[src/verilog/bsmi_pkg.sv]
// Constants, types and helpers shared by the microstep indexer.
// Assumes a single 100 MHz APB clock domain.
package bsmi_pkg;

    // ==================================================================
    // Timing
    localparam int unsigned CLK_HZ      = 100_000_000;
    localparam int unsigned OSC_HZ      = 130_000;
    localparam logic [15:0] OSC_DIV_RST = 16'(CLK_HZ / OSC_HZ);
    localparam int unsigned DEAD_NS     = 300;
    localparam int unsigned DEAD_CYC    = (DEAD_NS * (CLK_HZ / 1_000_000) + 999) / 1000;
    localparam int unsigned BLANK_NS    = 1000;
    localparam int unsigned BLANK_CYC   = (BLANK_NS * (CLK_HZ / 1_000_000) + 999) / 1000;
    localparam logic [1:0]  CHOP_LAST   = 2'h3;
    localparam int unsigned VREF_MV     = 500;

    // ==================================================================
    // Register map
    localparam logic [11:0] REG_CTRL     = 12'h000;
    localparam logic [11:0] REG_STATUS   = 12'h004;
    localparam logic [11:0] REG_SETPOINT = 12'h008;
    localparam logic [11:0] REG_STEPS    = 12'h00C;
    localparam int unsigned CTRL_DIV_LSB = 0;
    localparam int unsigned ST_INDEX_LSB = 0;
    localparam int unsigned ST_RES_LSB   = 6;
    localparam int unsigned ST_HOME_BIT  = 8;
    localparam int unsigned ST_FAULT_BIT = 9;
    localparam int unsigned ST_EN_BIT    = 10;
    localparam int unsigned ST_RSTN_BIT  = 11;

    // ==================================================================
    // Types
    typedef enum logic [1:0] {BSMI_CHARGE, BSMI_SLOW, BSMI_FAST} bsmi_mode_t;

    typedef struct packed {
        logic resolution_select_hi;
        logic resolution_select_lo;
        logic decay_select_hi;
        logic decay_select_lo;
        logic torque_select_hi;
        logic torque_select_lo;
    } bsmi_sel_t;

    typedef struct packed {
        logic u1;
        logic u2;
        logic l1;
        logic l2;
    } bsmi_bridge_t;

    // Phase current in percent of peak, angle k of 16 per quarter
    function automatic logic [6:0] bsmi_pct(input logic [4:0] k);
        logic [6:0] p;
        p = 7'h00;
        case (k)
            5'h00, 5'h01: p = 7'd100;
            5'h02: p = 7'd98;
            5'h03: p = 7'd96;
            5'h04: p = 7'd92;
            5'h05: p = 7'd88;
            5'h06: p = 7'd83;
            5'h07: p = 7'd77;
            5'h08: p = 7'd71;
            5'h09: p = 7'd63;
            5'h0A: p = 7'd56;
            5'h0B: p = 7'd47;
            5'h0C: p = 7'd38;
            5'h0D: p = 7'd29;
            5'h0E: p = 7'd20;
            5'h0F: p = 7'd10;
            default: p = 7'h00;
        endcase
        return p;
    endfunction

    function automatic bsmi_bridge_t bsmi_gates(input bsmi_mode_t m, input logic neg);
        bsmi_bridge_t g;
        g = 4'h3;
        case (m)
            BSMI_CHARGE: g = neg ? 4'h6 : 4'h9;
            BSMI_FAST:   g = neg ? 4'h9 : 4'h6;
            default:     g = 4'h3;
        endcase
        return g;
    endfunction

endpackage

[src/verilog/bsmi_indexer.sv]
// Microstep indexer with chopping control and an APB register slave.
// Assumes select pins already synchronous-safe levels, step and direction pass two sync stages; sense
// comparators assert sense_trip when a sense node reaches its threshold.
//
// The implementer's own choices: the placing of the registers and the APB slave port.
`timescale 1ns/1ns
module bsmi_indexer #(
    parameter int unsigned STEP_COUNT_W = 32
) (
    // Clock and reset
    input  wire  logic                    pclk,
    input  wire  logic                    presetn,
    // APB slave
    input  wire  logic                    psel,
    input  wire  logic                    penable,
    input  wire  logic                    pwrite,
    input  wire  logic [11:0]             paddr,
    input  wire  logic [31:0]             pwdata,
    output logic                          pready,
    output logic [31:0]                   prdata,
    output logic                          pslverr,
    // Host control pins
    input  wire  logic                    step_pulse,
    input  wire  logic                    rotation_direction,
    input  wire  logic                    indexer_reset_n,
    input  wire  logic                    output_enable,
    input  wire  bsmi_pkg::bsmi_sel_t     mode_pins,
    // Sensing and protection
    input  wire  logic [1:0]              sense_trip,
    input  wire  logic                    thermal_shutdown,
    // Bridge drive, index 0 is phase A
    output bsmi_pkg::bsmi_bridge_t [1:0]  bridge_gates,
    output logic [1:0][9:0]               sense_ref_mv,
    // Open-drain flags
    output logic                          home_flag_n_o,
    output logic                          home_flag_n_oe,
    output logic                          fault_n_o,
    output logic                          fault_n_oe
);
    import bsmi_pkg::*;

    if (STEP_COUNT_W < 8 || STEP_COUNT_W > 32) begin : g_bad_width
        $error("STEP_COUNT_W must lie in 8..32");
    end

    // ==================================================================
    // State
    typedef struct packed {
        logic [2:0]                    step_sync;
        logic [1:0]                    dir_sync;
        logic [5:0]                    index;
        logic [STEP_COUNT_W-1:0]       steps;
        logic [15:0]                   osc_div;
        logic [15:0]                   osc_cnt;
        logic [1:0]                    chop_cnt;
        logic                          step_pend;
        logic [7:0]                    blank_cnt;
        bsmi_mode_t [1:0]              mode;
        logic [1:0][5:0]               dead_cnt;
        bsmi_bridge_t [1:0]            gates;
        logic [1:0][9:0]               vref;
        logic                          home_oe;
        logic                          fault_oe;
        logic                          pready;
        logic [31:0]                   prdata;
        logic                          pslverr;
    } bsmi_st_t;

    localparam bsmi_st_t ST_RST = '{osc_div: OSC_DIV_RST, default: '0};

    bsmi_st_t st_r;
    bsmi_st_t st_nxt;

    // ==================================================================
    // Decoded settings and phase setpoints
    logic [1:0]       res;
    logic [5:0]       stride;
    logic [2:0]       fast_n;
    logic [6:0]       torque;
    logic             full;
    logic [1:0]       quad;
    logic [3:0]       ang;
    logic [1:0][6:0]  mag;
    logic [1:0]       neg;

    always_comb begin
        res = {mode_pins.resolution_select_hi, mode_pins.resolution_select_lo};
        full = (res == 2'h0);
        unique case (res)
            2'h0:    stride = 6'd16;
            2'h1:    stride = 6'd8;
            2'h2:    stride = 6'd1;
            default: stride = 6'd2;
        endcase
        unique case ({mode_pins.decay_select_hi, mode_pins.decay_select_lo})
            2'h0:    fast_n = 3'd0;
            2'h1:    fast_n = 3'd1;
            2'h2:    fast_n = 3'd2;
            default: fast_n = 3'd4;
        endcase
        unique case ({mode_pins.torque_select_hi, mode_pins.torque_select_lo})
            2'h0:    torque = 7'd100;
            2'h1:    torque = 7'd75;
            2'h2:    torque = 7'd50;
            default: torque = 7'd20;
        endcase
        // Full step sits one quarter back so position 0 gives A+, B-
        quad = full ? st_r.index[5:4] + 2'h3 : st_r.index[5:4];
        ang  = st_r.index[3:0];
        mag[0] = full ? 7'd100 : bsmi_pct(quad[0] ? 5'd16 - {1'b0, ang} : {1'b0, ang});
        mag[1] = full ? 7'd100 : bsmi_pct(quad[0] ? {1'b0, ang} : 5'd16 - {1'b0, ang});
        neg[0] = quad[0] ^ quad[1];
        neg[1] = quad[1];
    end

    // ==================================================================
    // Next-state logic
    logic             step_edge;
    logic             osc_tick;
    logic             period_start;
    logic             drive_ok;
    logic             apb_done;
    bsmi_mode_t       tgt_mode;
    bsmi_bridge_t     tgt_gates;
    logic [31:0]      rdata;
    logic             rerr;

    always_comb begin
        st_nxt = st_r;
        tgt_mode = BSMI_SLOW;
        tgt_gates = 4'h0;

        // Step input path; the first stage feeds only the second
        st_nxt.step_sync = {st_r.step_sync[1:0], step_pulse};
        st_nxt.dir_sync  = {st_r.dir_sync[0], rotation_direction};
        step_edge = st_r.step_sync[1] & ~st_r.step_sync[2];

        // Sequencer keeps running whatever the enable pin says
        if (!indexer_reset_n) begin
            st_nxt.index = 6'h00;
        end else if (step_edge) begin
            st_nxt.index = st_r.dir_sync[1] ? st_r.index - stride
                                            : st_r.index + stride;
            st_nxt.steps = st_r.steps + 1'b1;
        end

        // Chopping oscillator derived from pclk
        osc_tick = (st_r.osc_cnt >= st_r.osc_div - 16'h0001);
        st_nxt.osc_cnt = osc_tick ? 16'h0000 : st_r.osc_cnt + 16'h0001;

        // A step restarts the period at the next tick; a new edge wins
        period_start = 1'b0;
        if (osc_tick) begin
            period_start = st_r.step_pend || (st_r.chop_cnt == CHOP_LAST);
            st_nxt.chop_cnt = st_r.step_pend ? 2'h0 : st_r.chop_cnt + 2'h1;
            st_nxt.step_pend = step_edge && indexer_reset_n;
        end else if (step_edge && indexer_reset_n) begin
            st_nxt.step_pend = 1'b1;
        end

        if (st_r.blank_cnt != 8'h00) begin
            st_nxt.blank_cnt = st_r.blank_cnt - 8'h01;
        end
        if (period_start) begin
            // Brief charge so the current can be sensed
            st_nxt.blank_cnt = 8'(BLANK_CYC);
        end

        drive_ok = output_enable && !thermal_shutdown;

        for (int p = 0; p < 2; p++) begin
            st_nxt.vref[p] = 10'((VREF_MV * mag[p] * torque) / 10000);
            if (period_start) begin
                st_nxt.mode[p] = BSMI_CHARGE;
            end else if (st_r.mode[p] == BSMI_CHARGE && st_r.blank_cnt == 8'h00
                         && sense_trip[p]) begin
                st_nxt.mode[p] = BSMI_SLOW;
            end
            // Decay mixture: fast in the last fast_n cycles of four
            tgt_mode = st_nxt.mode[p];
            if (tgt_mode != BSMI_CHARGE && fast_n != 3'd0
                && {1'b0, st_nxt.chop_cnt} >= 3'd4 - fast_n) begin
                tgt_mode = BSMI_FAST;
            end
            tgt_gates = drive_ok ? bsmi_gates(tgt_mode, neg[p]) : 4'h0;

            // Changing switches rest off for the dead time
            if (st_r.dead_cnt[p] != 6'h00) begin
                st_nxt.dead_cnt[p] = st_r.dead_cnt[p] - 6'h01;
                st_nxt.gates[p] = st_r.gates[p] & tgt_gates;
                if (st_r.dead_cnt[p] == 6'h01) begin
                    st_nxt.gates[p] = tgt_gates;
                end
            end else if (tgt_gates != st_r.gates[p]) begin
                st_nxt.gates[p] = st_r.gates[p] & tgt_gates;
                st_nxt.dead_cnt[p] = 6'(DEAD_CYC);
            end
        end

        st_nxt.home_oe  = (st_nxt.index == 6'h00);
        st_nxt.fault_oe = thermal_shutdown;

        // APB: one wait state, answer registered
        rdata = 32'h0000_0000;
        rerr = 1'b0;
        unique case (paddr)
            REG_CTRL:     rdata[CTRL_DIV_LSB +: 16] = st_r.osc_div;
            REG_STATUS: begin
                rdata[ST_INDEX_LSB +: 6] = st_r.index;
                rdata[ST_RES_LSB +: 2]   = res;
                rdata[ST_HOME_BIT]       = st_r.home_oe;
                rdata[ST_FAULT_BIT]      = st_r.fault_oe;
                rdata[ST_EN_BIT]         = output_enable;
                rdata[ST_RSTN_BIT]       = indexer_reset_n;
            end
            REG_SETPOINT: rdata = {neg[1], 5'h00, st_r.vref[1], neg[0], 5'h00, st_r.vref[0]};
            REG_STEPS:    rdata[STEP_COUNT_W-1:0] = st_r.steps;
            default:      rerr = 1'b1;
        endcase
        apb_done = psel && penable && st_r.pready;
        st_nxt.pready = psel && penable && !st_r.pready;
        if (st_nxt.pready) begin
            st_nxt.prdata  = pwrite ? 32'h0000_0000 : rdata;
            st_nxt.pslverr = rerr;
        end
        if (apb_done && pwrite && !st_r.pslverr) begin
            if (paddr == REG_CTRL) begin
                st_nxt.osc_div = pwdata[CTRL_DIV_LSB +: 16];
            end else if (paddr == REG_STEPS) begin
                // Any write clears the step counter
                st_nxt.steps = '0;
            end
        end
    end

    // ==================================================================
    // State register
    always_ff @(posedge pclk or negedge presetn) begin
        if (!presetn) begin
            st_r <= ST_RST;
        end else begin
            st_r <= st_nxt;
        end
    end

    // ==================================================================
    // Outputs
    assign pready         = st_r.pready;
    assign prdata         = st_r.prdata;
    assign pslverr        = st_r.pslverr;
    assign bridge_gates   = st_r.gates;
    assign sense_ref_mv   = st_r.vref;
    assign home_flag_n_o  = 1'b0;
    assign home_flag_n_oe = st_r.home_oe;
    assign fault_n_o      = 1'b0;
    assign fault_n_oe     = st_r.fault_oe;

endmodule

[config.mk]
export PLATFORM = sky130hd
export DESIGN_NAME = bsmi_indexer
export DESIGN_NICKNAME = d
export VERILOG_FILES = /design/src/verilog/bsmi_pkg.sv /design/src/verilog/bsmi_indexer.sv
export SDC_FILE = /design/constraint.sdc
export NUM_CORES = 1
export LEC_CHECK = 0
export ABC_AREA = 1
export BUFFER_PORTS_ARGS = -buffer_cell sky130_fd_sc_hd__buf_4
export CAP_MARGIN = 20
export CORE_MARGIN = 1.5
export CORE_UTILIZATION = 45
export CTS_CLUSTER_SIZE = 30
export DETAILED_ROUTE_END_ITERATION = 6
export GPL_TIMING_DRIVEN = 0
export PLACE_DENSITY = 0.67
export SYNTH_ARGS = -nofsm -noshare
export SYNTH_HDL_FRONTEND = slang
export SYNTH_SLANG_ARGS = --single-unit
[constraint.sdc]
create_clock -name pclk -period 19.7 [get_ports pclk]
set_clock_uncertainty 0.05 [all_clocks]
set_input_delay 0.985 -clock pclk [delete_from_list [all_inputs] [get_ports pclk]]
set_output_delay 0.985 -clock pclk [all_outputs]
set_load 0.01 [all_outputs]
After elaboration in Yosys (flattened, before gate mapping)
Memory sizes are Yosys's and may differ from the RTL's.
Index checks and enable logic that the tools add are counted.
- bits in registers: 166
- ROM bits: 224
- input port bits: 62
- output and inout bits: 66
- word-level logic and storage cells: 167
- memories: 2
- memories (memory ; depth ; bits a word ; read ports ; clocked after Yosys merged registers in ; write ports ; line ; RTL):
    (no name shown) ; 16 ; 7 ; 1 ; 0 ; 0 ; bsmi_pkg.sv:55 ; case (k)
    (no name shown) ; 16 ; 7 ; 1 ; 0 ; 0 ; bsmi_pkg.sv:55 ;
- $add $sub $neg: 12
- multipliers: 4
- div/mod/pow operators: 2
- magnitude comparators: 2
- eq/ne operators: 16
- mux-type cells: 55
- bitwise gates (word level): 5
- reduce and logical (&&, ||, !) cells: 41
- operators by type and width (kind ; number):
    2-to-1 mux 32 bit ; 4
    divider 23 x 14 -> 32 bit (second input constant) ; 2
    2-to-1 mux 4 bit ; 12
    2-to-1 mux 48 bit ; 1
    case mux 12 bit (4 select lines) ; 1
    multiplier 14 x 7 -> 21 bit ; 2
    2-to-1 mux 38 bit ; 1
    2-to-1 mux 6 bit ; 6
    adder 32 x 1 -> 32 bit (second input constant) ; 1
    2-to-1 mux 16 bit ; 2
    case mux 16 bit (2 select lines) ; 1
    multiplier 7 x 7 -> 14 bit (first input constant) ; 2
    2-to-1 mux 7 bit ; 4
    equality test 12 x 4 -> 1 bit (second input constant) ; 2
    case mux 7 bit (3 select lines) ; 1
    2-to-1 mux 2 bit ; 9
    adder 16 x 1 -> 16 bit (second input constant) ; 1
    greater-or-equal comparator 16 bit ; 1
    2-to-1 mux 8 bit ; 2
    case mux 4 bit (2 select lines) ; 2
    subtractor 16 x 1 -> 16 bit (second input constant) ; 1
    logical AND 1 bit ; 15
    case mux 5 bit (3 select lines) ; 1
    logical NOT 2 bit ; 7
    other kinds (33) ; 56

Logic depth before layout (Yosys ltp)
Gate-level depths: netlist (run 1).
- depth after elaboration: 15
- mapped depth: 118
- gate-level depth less buffers: 115

Least setup slack after synthesis (run 1)
No wires, ideal clock.
- path type: in2reg
- from: input mode_pins[4] in the netlist's numbering
- to: register st_r, in the netlist sense_ref_mv[0]
- setup time: 119 ps
- arrival time: 15184 ps
- required time: 19531 ps
- path slack: 4347 ps
- stages on the path: 104
- cell sequence: nor2_1 > nor2_1 > nor2_1 > inv_1 > o21ai_0 > inv_1 > nor2_1 > a32oi_1 > nor2_1 > fa_1 > ha_1 > fa_1 > inv_1 > fa_1 > inv_1 > ha_1 > inv_1 > o31ai_1 > (+68 left out) > buf_6 > nor2_1 > nor2_4 > nand2_2 > a21oi_4 > nand2_4 > buf_6 > nand2_1 > xor2_1 > nand2_1 > nor2_4 > nand2_4 > nand2_1 > nand2_1 > nand2_1 > inv_1 > a21oi_1 > nand2_1
- RTL lines (item ; line ; RTL):
    from (decl) ; bsmi_indexer.sv:27 ; input wire bsmi_pkg::bsmi_sel_t mode_pins,
    to (signal assigned) ; bsmi_indexer.sv:242 ; st_r <= st_nxt;
    to (decl) ; bsmi_indexer.sv:71 ; bsmi_st_t st_r;

==> implementation parameters, run 1 <==
Parameter                              Value

Run status
  Result of the run    complete, no violations

Detailed routing
  Iter 0 DRT Violations    around 1400
  Overall routed net length    a little under 60000 um
  Number of search-and-repair iterations in the first detailed-routing pass    6
  Avg WL per Cell    approximately 13 um
  Antenna-violating nets left    0
  Total DRC errors in the routed layout    0
  Vias per cell    4.95
  Via count    between 20000 and 25000

Setup path
  Arrival time worst endpoint    18.16 ns
  Startpoint of the worst-slack reg-to-reg timing path    st_r[159]
  Worst EP required    ~20 ns
  Setup slack, reg-to-reg    around 2.5 ns
  Max Fanout on Critical Path    10
  Cell class contributing the biggest share of worst-path delay    simple AND/OR/NAND/NOR gates
  Cell seen most often among critical-path stages    nand2_1
  Cell with the largest stage delay on the worst path    fa_1
  Worst Reg-to-Reg Cells    ~110
  Kind of start point of the critical path    primary input
  Critical path endpoint category    flip-flop
  Max incr delay on CP    0.57 ns
  Reg-to-Reg End    sense_ref_mv[0]
  Setup Crit Path Kind    in -> reg
  Number of buffer and inverter stages on the critical path    18

Timing
  Final WS setup    1.81 ns
  TNS Setup    0 ns
  Hold Slack    between 0.3 and 0.4 ns
  Number of pins with negative max-slew slack in the final report    0
  Total count of hold-check failures in the final report    0
  Worst slew pin tran    a little under 1 ns
  Number of setup violations in the final report    0
  Final clock period utilization by the worst path    between 90% and 100%
  Setup repair after global routing missed its margin    no
  Final critical path time including I/O delays and setup    between 15 and 20 ns
  Relative slew margins    34.0%
  Highest clock rate    between 50 and 60 MHz

Clocking
  Count of buffers added by post-CTS timing repair for setup    0
  Clock-pin transition on the worst setup and hold timing paths    0.06 ns
  Depth of the CTS H-tree    4
  Number of buffers created by CTS    17
  CTS tree    done
  Root Buffer Master    clkbuf_16
  Maximum number of buffers from clock root to sink    2
  Clock sink count    around 170
  Clock latency on the worst-skew pair    between 0.4 and 0.5 ns

Synthesis
  Post-synthesis sequential area ratio    ~17%
  Number of storage elements in the synthesis netlist    roughly 170
  Post-synthesis instance area    around 24000 um^2
  Number of different library cells in the post-synthesis netlist    a little under 60
  Count of warnings emitted by yosys    0
  Main flop type after synthesis    dfrtp_1
  Count of flip-flops with a built-in enable after synthesis    0
  Average footprint of a synthesized cell    a little under 7 um^2
  Asr flop ratio synth    between 90% and 100%
  Post-synthesis cell count    approximately 3600

Job
  Number of violations of the max-capacitance limit    0

Final layout
  Layout Area Growth over Synthesis    9.59%
  Net count reported at finish    between 4000 and 5000
  Fraction of layout cells with a size suffix above 1    11.8%
  End-of-flow core utilization    49.9%
  Antenna diode instance count    0

Die
  Starting density of the core    between 40% and 50%
  Total number of placement rows    85
  Die extent in y    around 240 um
  Number of top-level design ports    128
  Core area    between 50000 and 60000 um^2
  Die width    236 um
  Overall die area    ~56000 um^2

Worst hold path
  Type of the tightest min-delay check    reg -> reg
  Hold wc startpoint    st_nxt[164]
  Endpoint with the worst hold slack    st_nxt[165]
  Hold Path Cell Cnt    0

Global route
  Maximum number of pins on one net before global-route repair    122
  Global Route Usage Sum    between 20% and 30%
  Busiest layer in global routing    met2
  M2 GR Usage    between 30% and 40%
  Global-route met1 utilization    between 20% and 30%
  Gr ovfl total    0
  Antenna violations before repair    1
  Number of global-route vias before repair    around 21000
  Wire length of the first global-routing pass    just under 100000 um
  Met3 GRT Util    roughly 1.9%

Place
  Worst slack at placement    approximately 1.2 ns
  Final estimated routing congestion in global placement    0.903
  HPWL after detailed placement    48400 um
  Number of buffers inserted by port buffering    between 100 and 150
[layout by cell type (no fill, tap or decap), types with 24 or more instances in the layout]
cell type	instances
nand2_1	917
inv_1	639
nor2_1	373
nand3_1	259
ha_1	201
buf_4	170
dfrtp_1	163
fa_1	149
a21oi_1	121
o21ai_0	113
xor2_1	86
nand2_2	67
nor3_1	48
nor2_2	31
nand4_1	29
inv_2	28
clkbuf_1	27
xnor2_1	27
o22ai_1	24
[area by class of cell]
type                       count  area (um^2)
multi-input combinational   2679        17000
clock inverter                11          123
timing repair buffer         111          865
buffer                       102          713
clock buffer                  21          470
fill                        5484        26900
tap                          696          871
sequential                   166         4160
inverter                     676         2540
[state kept, by name, summed over array words and instances, names as in the netlist, 3 cells and up]
| register | count |
|---|---|
| st_r | 95 |
| st_nxt | 3 |
| sense_ref_mv | 20 |
| bridge_gates | 8 |
| prdata | 32 |
| ang | 4 |
[worst max path at each step]
stage / start / endpoint / slack (ns) / cells past startpoint
detailed placement: mode_pins[4] / sense_ref_mv[0] / 1.17 / 106
finish: mode_pins[4] / sense_ref_mv[0] / 1.81 / 106
global route: mode_pins[4] / sense_ref_mv[0] / 0.02 / 103
CTS: mode_pins[4] / sense_ref_mv[0] / 1.60 / 106
floorplan: mode_pins[4] / sense_ref_mv[0] / 4.35 / 104
global placement: mode_pins[4] / sense_ref_mv[0] / 1.22 / 106
[what timing repair did]
action	in CTS	in global routing
hold buffers	0	0
setup endpoints to repair	0	1
gates resized for setup	0	3
[worst register-to-register path, delay by kind of cell (launching register included)]
kind | cells | cell delay (ns)
xor gates and xnor gates | 1 | 0.47
DFF | 1 | 0.42
and+or+nand+nor | 67 | 7.89
AOI/OAI and AO/OA | 9 | 1.62
buffers and inverters | 18 | 2.07
adders and majority gates | 10 | 4.58
[cell usage after synthesis (21+ instances only)]
cell,n,share of area (%)
inv_2,28,0.43
o22ai_1,24,0.61
nor2_2,29,0.74
ha_1,201,10
xnor2_1,27,0.97
nand2_2,67,1.7
nand3_1,259,5.3
o21ai_0,113,2.3
buf_4,62,1.9
nand4_1,29,0.74
fa_1,149,12
a21oi_1,121,2.5
clkbuf_1,26,0.40
nor2_1,375,5.8
nand3_2,21,0.86
nor3_1,48,0.98
inv_1,639,9.8
xor2_1,86,3.1
dfrtp_1,163,17
nand2_1,917,14
[routing by layer]
layer  part of all wire, %  wire (um)  vias up
met4                   1.5        847        0
met2                    46      26800      438
met5                     0          0        -
met1                    48      27800    10000
li1                      -          -    11600
met3                   4.3       2500       46
[cell families after synthesis]
family,count (synthesis),share of synthesized area (%)
multiplexers,1,0.0461
XOR/XNOR,114,4.16
other,1,0.0153
buffers and inverters,778,13.3
AND/OR/NAND/NOR,1844,33.8
flip-flops,166,17.0
adder cells (fa/ha/maj),350,22.5
AO/OA/AOI/OAI,368,9.13
[through the flow]
stage | cell area (um^2) | instances
floorplan | 24400 | 3623
global placement | 26100 | 4428
detailed placement | 26200 | 4429
CTS | 26800 | 4461
global route | 26800 | 4462
finish | 26800 | 4462
Power of run 1 is left out: the tool's default activity adds up to more than one toggle a clock period on the data nets, which glitch-free logic cannot reach.
==> inputs of run 2 (changes only) <==
- ABC_AREA: 1 -> 0
==> run 2 against run 1 <==
Global-route usage increased by 2.3 points; routed wire length increased by 15%; synthesized cell count decreased by 17%; fmax decreased by 4.7%; highest routed layer unchanged.
==> implementation parameters, run 2 <==
Parameter                              Value

Run status
  Result of the run    complete, no violations

Timing
  Highest clock rate    53.2 MHz (-4.7%)
  Setup repair after global routing missed its margin    yes
  TNS Setup    0 ns (unchanged)
  Final clock period utilization by the worst path    95.4% (+4.5 points)
  Relative slew margins    37.0% (+3.0 points)
  Number of setup violations in the final report    0 (unchanged)
  Final critical path time including I/O delays and setup    18.78 ns (+0.891 ns)
  Number of pins with negative max-slew slack in the final report    0 (unchanged)
  Worst slew pin tran    0.939 ns (-0.0480 ns)
  Total count of hold-check failures in the final report    0 (unchanged)

Setup path
  Critical path endpoint category    flip-flop
  Max Fanout on Critical Path    10 (unchanged)
  Worst EP required    19.98 ns (about the same)
  Kind of start point of the critical path    primary input
  Setup slack, reg-to-reg    1.37 ns (-1.09 ns)
  Cell seen most often among critical-path stages    fa_1
  Setup Crit Path Kind    in -> reg
  Arrival time worst endpoint    19.07 ns (+0.91 ns)
  Max incr delay on CP    0.56 ns (about the same)
  Cell with the largest stage delay on the worst path    mux4_2

Synthesis
  Post-synthesis sequential area ratio    16.9% (-0.11 points)
  Dominant cell type by area after synthesis    dfrtp_1
  Post-synthesis cell count    2993 (-17%)
  Proportion of netlist area held by the largest area contributor    16.6% (-0.11 points)
  Asr flop ratio synth    100% (unchanged)
  Largest cells by area after synthesis    dfrtp_1 17%, fa_1 12%, ha_1 10%
  Count of flip-flops with a built-in enable after synthesis    0 (unchanged)
  Most common cell in the netlist    nand2_1
  Post-synthesis instance area    24600 um^2 (+0.67%)
  Number of storage elements in the synthesis netlist    166 (unchanged)
  Number of different library cells in the post-synthesis netlist    131 (+120%)
  Main flop type after synthesis    dfrtp_1
  Average footprint of a synthesized cell    8.22 um^2 (+22%)
  Most numerous cell types in the synthesized netlist    303 x nand2_1, 281 x nor2_1, 228 x inv_1, 201 x ha_1, 163 x dfrtp_1
  Count of warnings emitted by yosys    0 (unchanged)

Detailed routing
  Iter 0 DRT Violations    1652 (+16%)
  Via count    22700 (+2.8%)
  Avg WL per Cell    17.2 um (+33%)
  Antenna-violating nets left    0 (unchanged)
  Vias per cell    5.90 (+19%)
  Overall routed net length    66400 um (+15%)
  Number of search-and-repair iterations in the first detailed-routing pass    6 (unchanged)
  Total DRC errors in the routed layout    0 (unchanged)

Die
  Core area    53900 um^2 (+0.40%)
  Die width    237 um (+0.33%)
  Number of top-level design ports    128 (unchanged)
  Die extent in y    237 um (+0.33%)
  Total number of placement rows    85 (unchanged)
  Overall die area    56100 um^2 (+0.67%)
  Starting density of the core    45.6% (+0.12 points)

Place
  Final estimated routing congestion in global placement    0.897 (-0.68%)
  HPWL after detailed placement    53900 um (+12%)
  Number of buffers inserted by port buffering    109 (unchanged)

Final layout
  Number of flip-flops in the largest register    95 (unchanged)
  Layout Area Growth over Synthesis    11.6%
  Register with the most flip-flops    st_r
  Antenna diode instance count    0 (unchanged)
  Sequential Area    4160 um^2 (unchanged)
  Commonest non-fill, non-tap cell in the layout    nand2_1
  Filler cells    5107 (-6.9%)
  Fraction of layout cells with a size suffix above 1    13.7% (+1.9 points)
  Net count reported at finish    3554 (-15%)
  Leading cell types in the layout, fill and taps excluded    302 x nand2_1, 275 x nor2_1, 228 x inv_1
  Footprint of the multi-input gates    19100 um^2 (+12%)

Global route
  Wire length of the first global-routing pass    110000 um (+11%)
  Number of global-route vias before repair    22000 (+6.6%)
  Gr ovfl total    0 (unchanged)
  Antenna violations before repair    1 (unchanged)
  Maximum number of pins on one net before global-route repair    96 (-21%)
  Global Route Usage Sum    23.6% (+2.3 points)

Clocking
  Depth of the CTS H-tree    4 (unchanged)
  Clock-pin transition on the worst setup and hold timing paths    0.07 ns (about the same)
  Maximum number of buffers from clock root to sink    2 (unchanged)
  Root Buffer Master    clkbuf_16
  Number of buffers added to fix hold violations after cts    0 (unchanged)
  Clock latency on the worst-skew pair    0.44 ns (about the same)
  Clock sink count    166 (unchanged)
  CTS tree    done
  Number of buffers created by CTS    17 (unchanged)

Job
  Number of violations of the max-capacitance limit    0 (unchanged)

Worst hold path
  Type of the tightest min-delay check    reg -> reg
-- run 2: cell count changes in the layout (fill, tap and decap cells not counted), sizes merged, moves of 29 or more --
cell,previous run,this run
and2,4,39
nand2,1003,308
inv,668,239
or3,1,33
and3,0,37
xnor2,27,115
a21o,0,56
buf,187,216
o211ai,3,44
a211oi,5,41
nand3,284,86
nand2b,0,37
nor2,420,284
-- run 2: cells by family after synthesis --
family | share of synthesized area, %
AOI/OAI and AO/OA | 23.2
buffers and inverters | 6.97
adders and majority gates | 22.4
other | 0.0152
and+or+nand+nor | 20.8
DFF | 16.9
xor gates and xnor gates | 7.22
muxes | 2.49
-- run 2: per-layer routing --
metal	share of wire [%]	vias to the layer above	GRT usage [%]
li1	-	11000	-
met1	45	11000	31.6
met2	48	607	40.6
met3	4.3	90	2.13
met4	2.4	0	6.39
met5	0	-	0
-- run 2: area by class of cell --
cell class | count | share of cell area [%]
Multi-Input combinational cell | 2447 | 69.5
Sequential cell | 166 | 15.1
Timing Repair Buffer | 129 | 3.62
Inverter | 236 | 3.24
Tap cell | 696 | 3.17
Buffer | 145 | 3.03
Clock buffer | 17 | 1.55
Clock inverter | 15 | 0.793
-- run 2: worst paths after layout --
| check | from | end | cells after the start |
|---|---|---|---|
| setup / recovery | mode_pins[4] | sense_ref_mv[10] | 66 |
| hold / removal | st_nxt[162] | st_r[162] | 0 |
| max in group asynchronous | presetn | sense_ref_mv[16] | 2 |
| min in group asynchronous | presetn | st_r[104] | 1 |
| setup reg to reg | st_r[159] | sense_ref_mv[10] | 66 |
| hold reg to reg | st_nxt[162] | st_r[162] | 0 |
-- run 2: stage by stage --
| stage | std cells | utilization [%] | area (um^2) | hold WS, ns | setup WS [ns] |
|---|---|---|---|---|---|
| after global routing | 3851 | 50.9 | 27500 | 0.304 | -0.0412 |
| after floorplan | 2994 | - | 24600 | 0.281 | 2.19 |
| after CTS | 3834 | 50.1 | 27000 | 0.301 | 0.0153 |
| after global placement | 3799 | 48.8 | 26300 | 0.291 | -0.321 |
| after detailed placement | 3802 | 48.9 | 26400 | 0.286 | -0.881 |
| final | 3851 | 50.9 | 27500 | 0.298 | 0.916 |
-- run 2: critical path: cells and delay by family --
kind                       cells  cell delay [ns]
adders and majority gates     10             4.63
and+or+nand+nor               10             2.42
muxes                          4             1.59
xor gates and xnor gates       6             1.58
buffers and inverters         10             1.46
AOI/OAI and AO/OA             26             6.40
-- run 2: repair_timing --
item                                   CTS  global route
endpoints found under the hold margin    0             0
buffers inserted                         0            17
setup endpoints to repair                1             5
pin swaps                                0             9
resized for setup                        3            70
Power of run 2 is left out for the same reason.
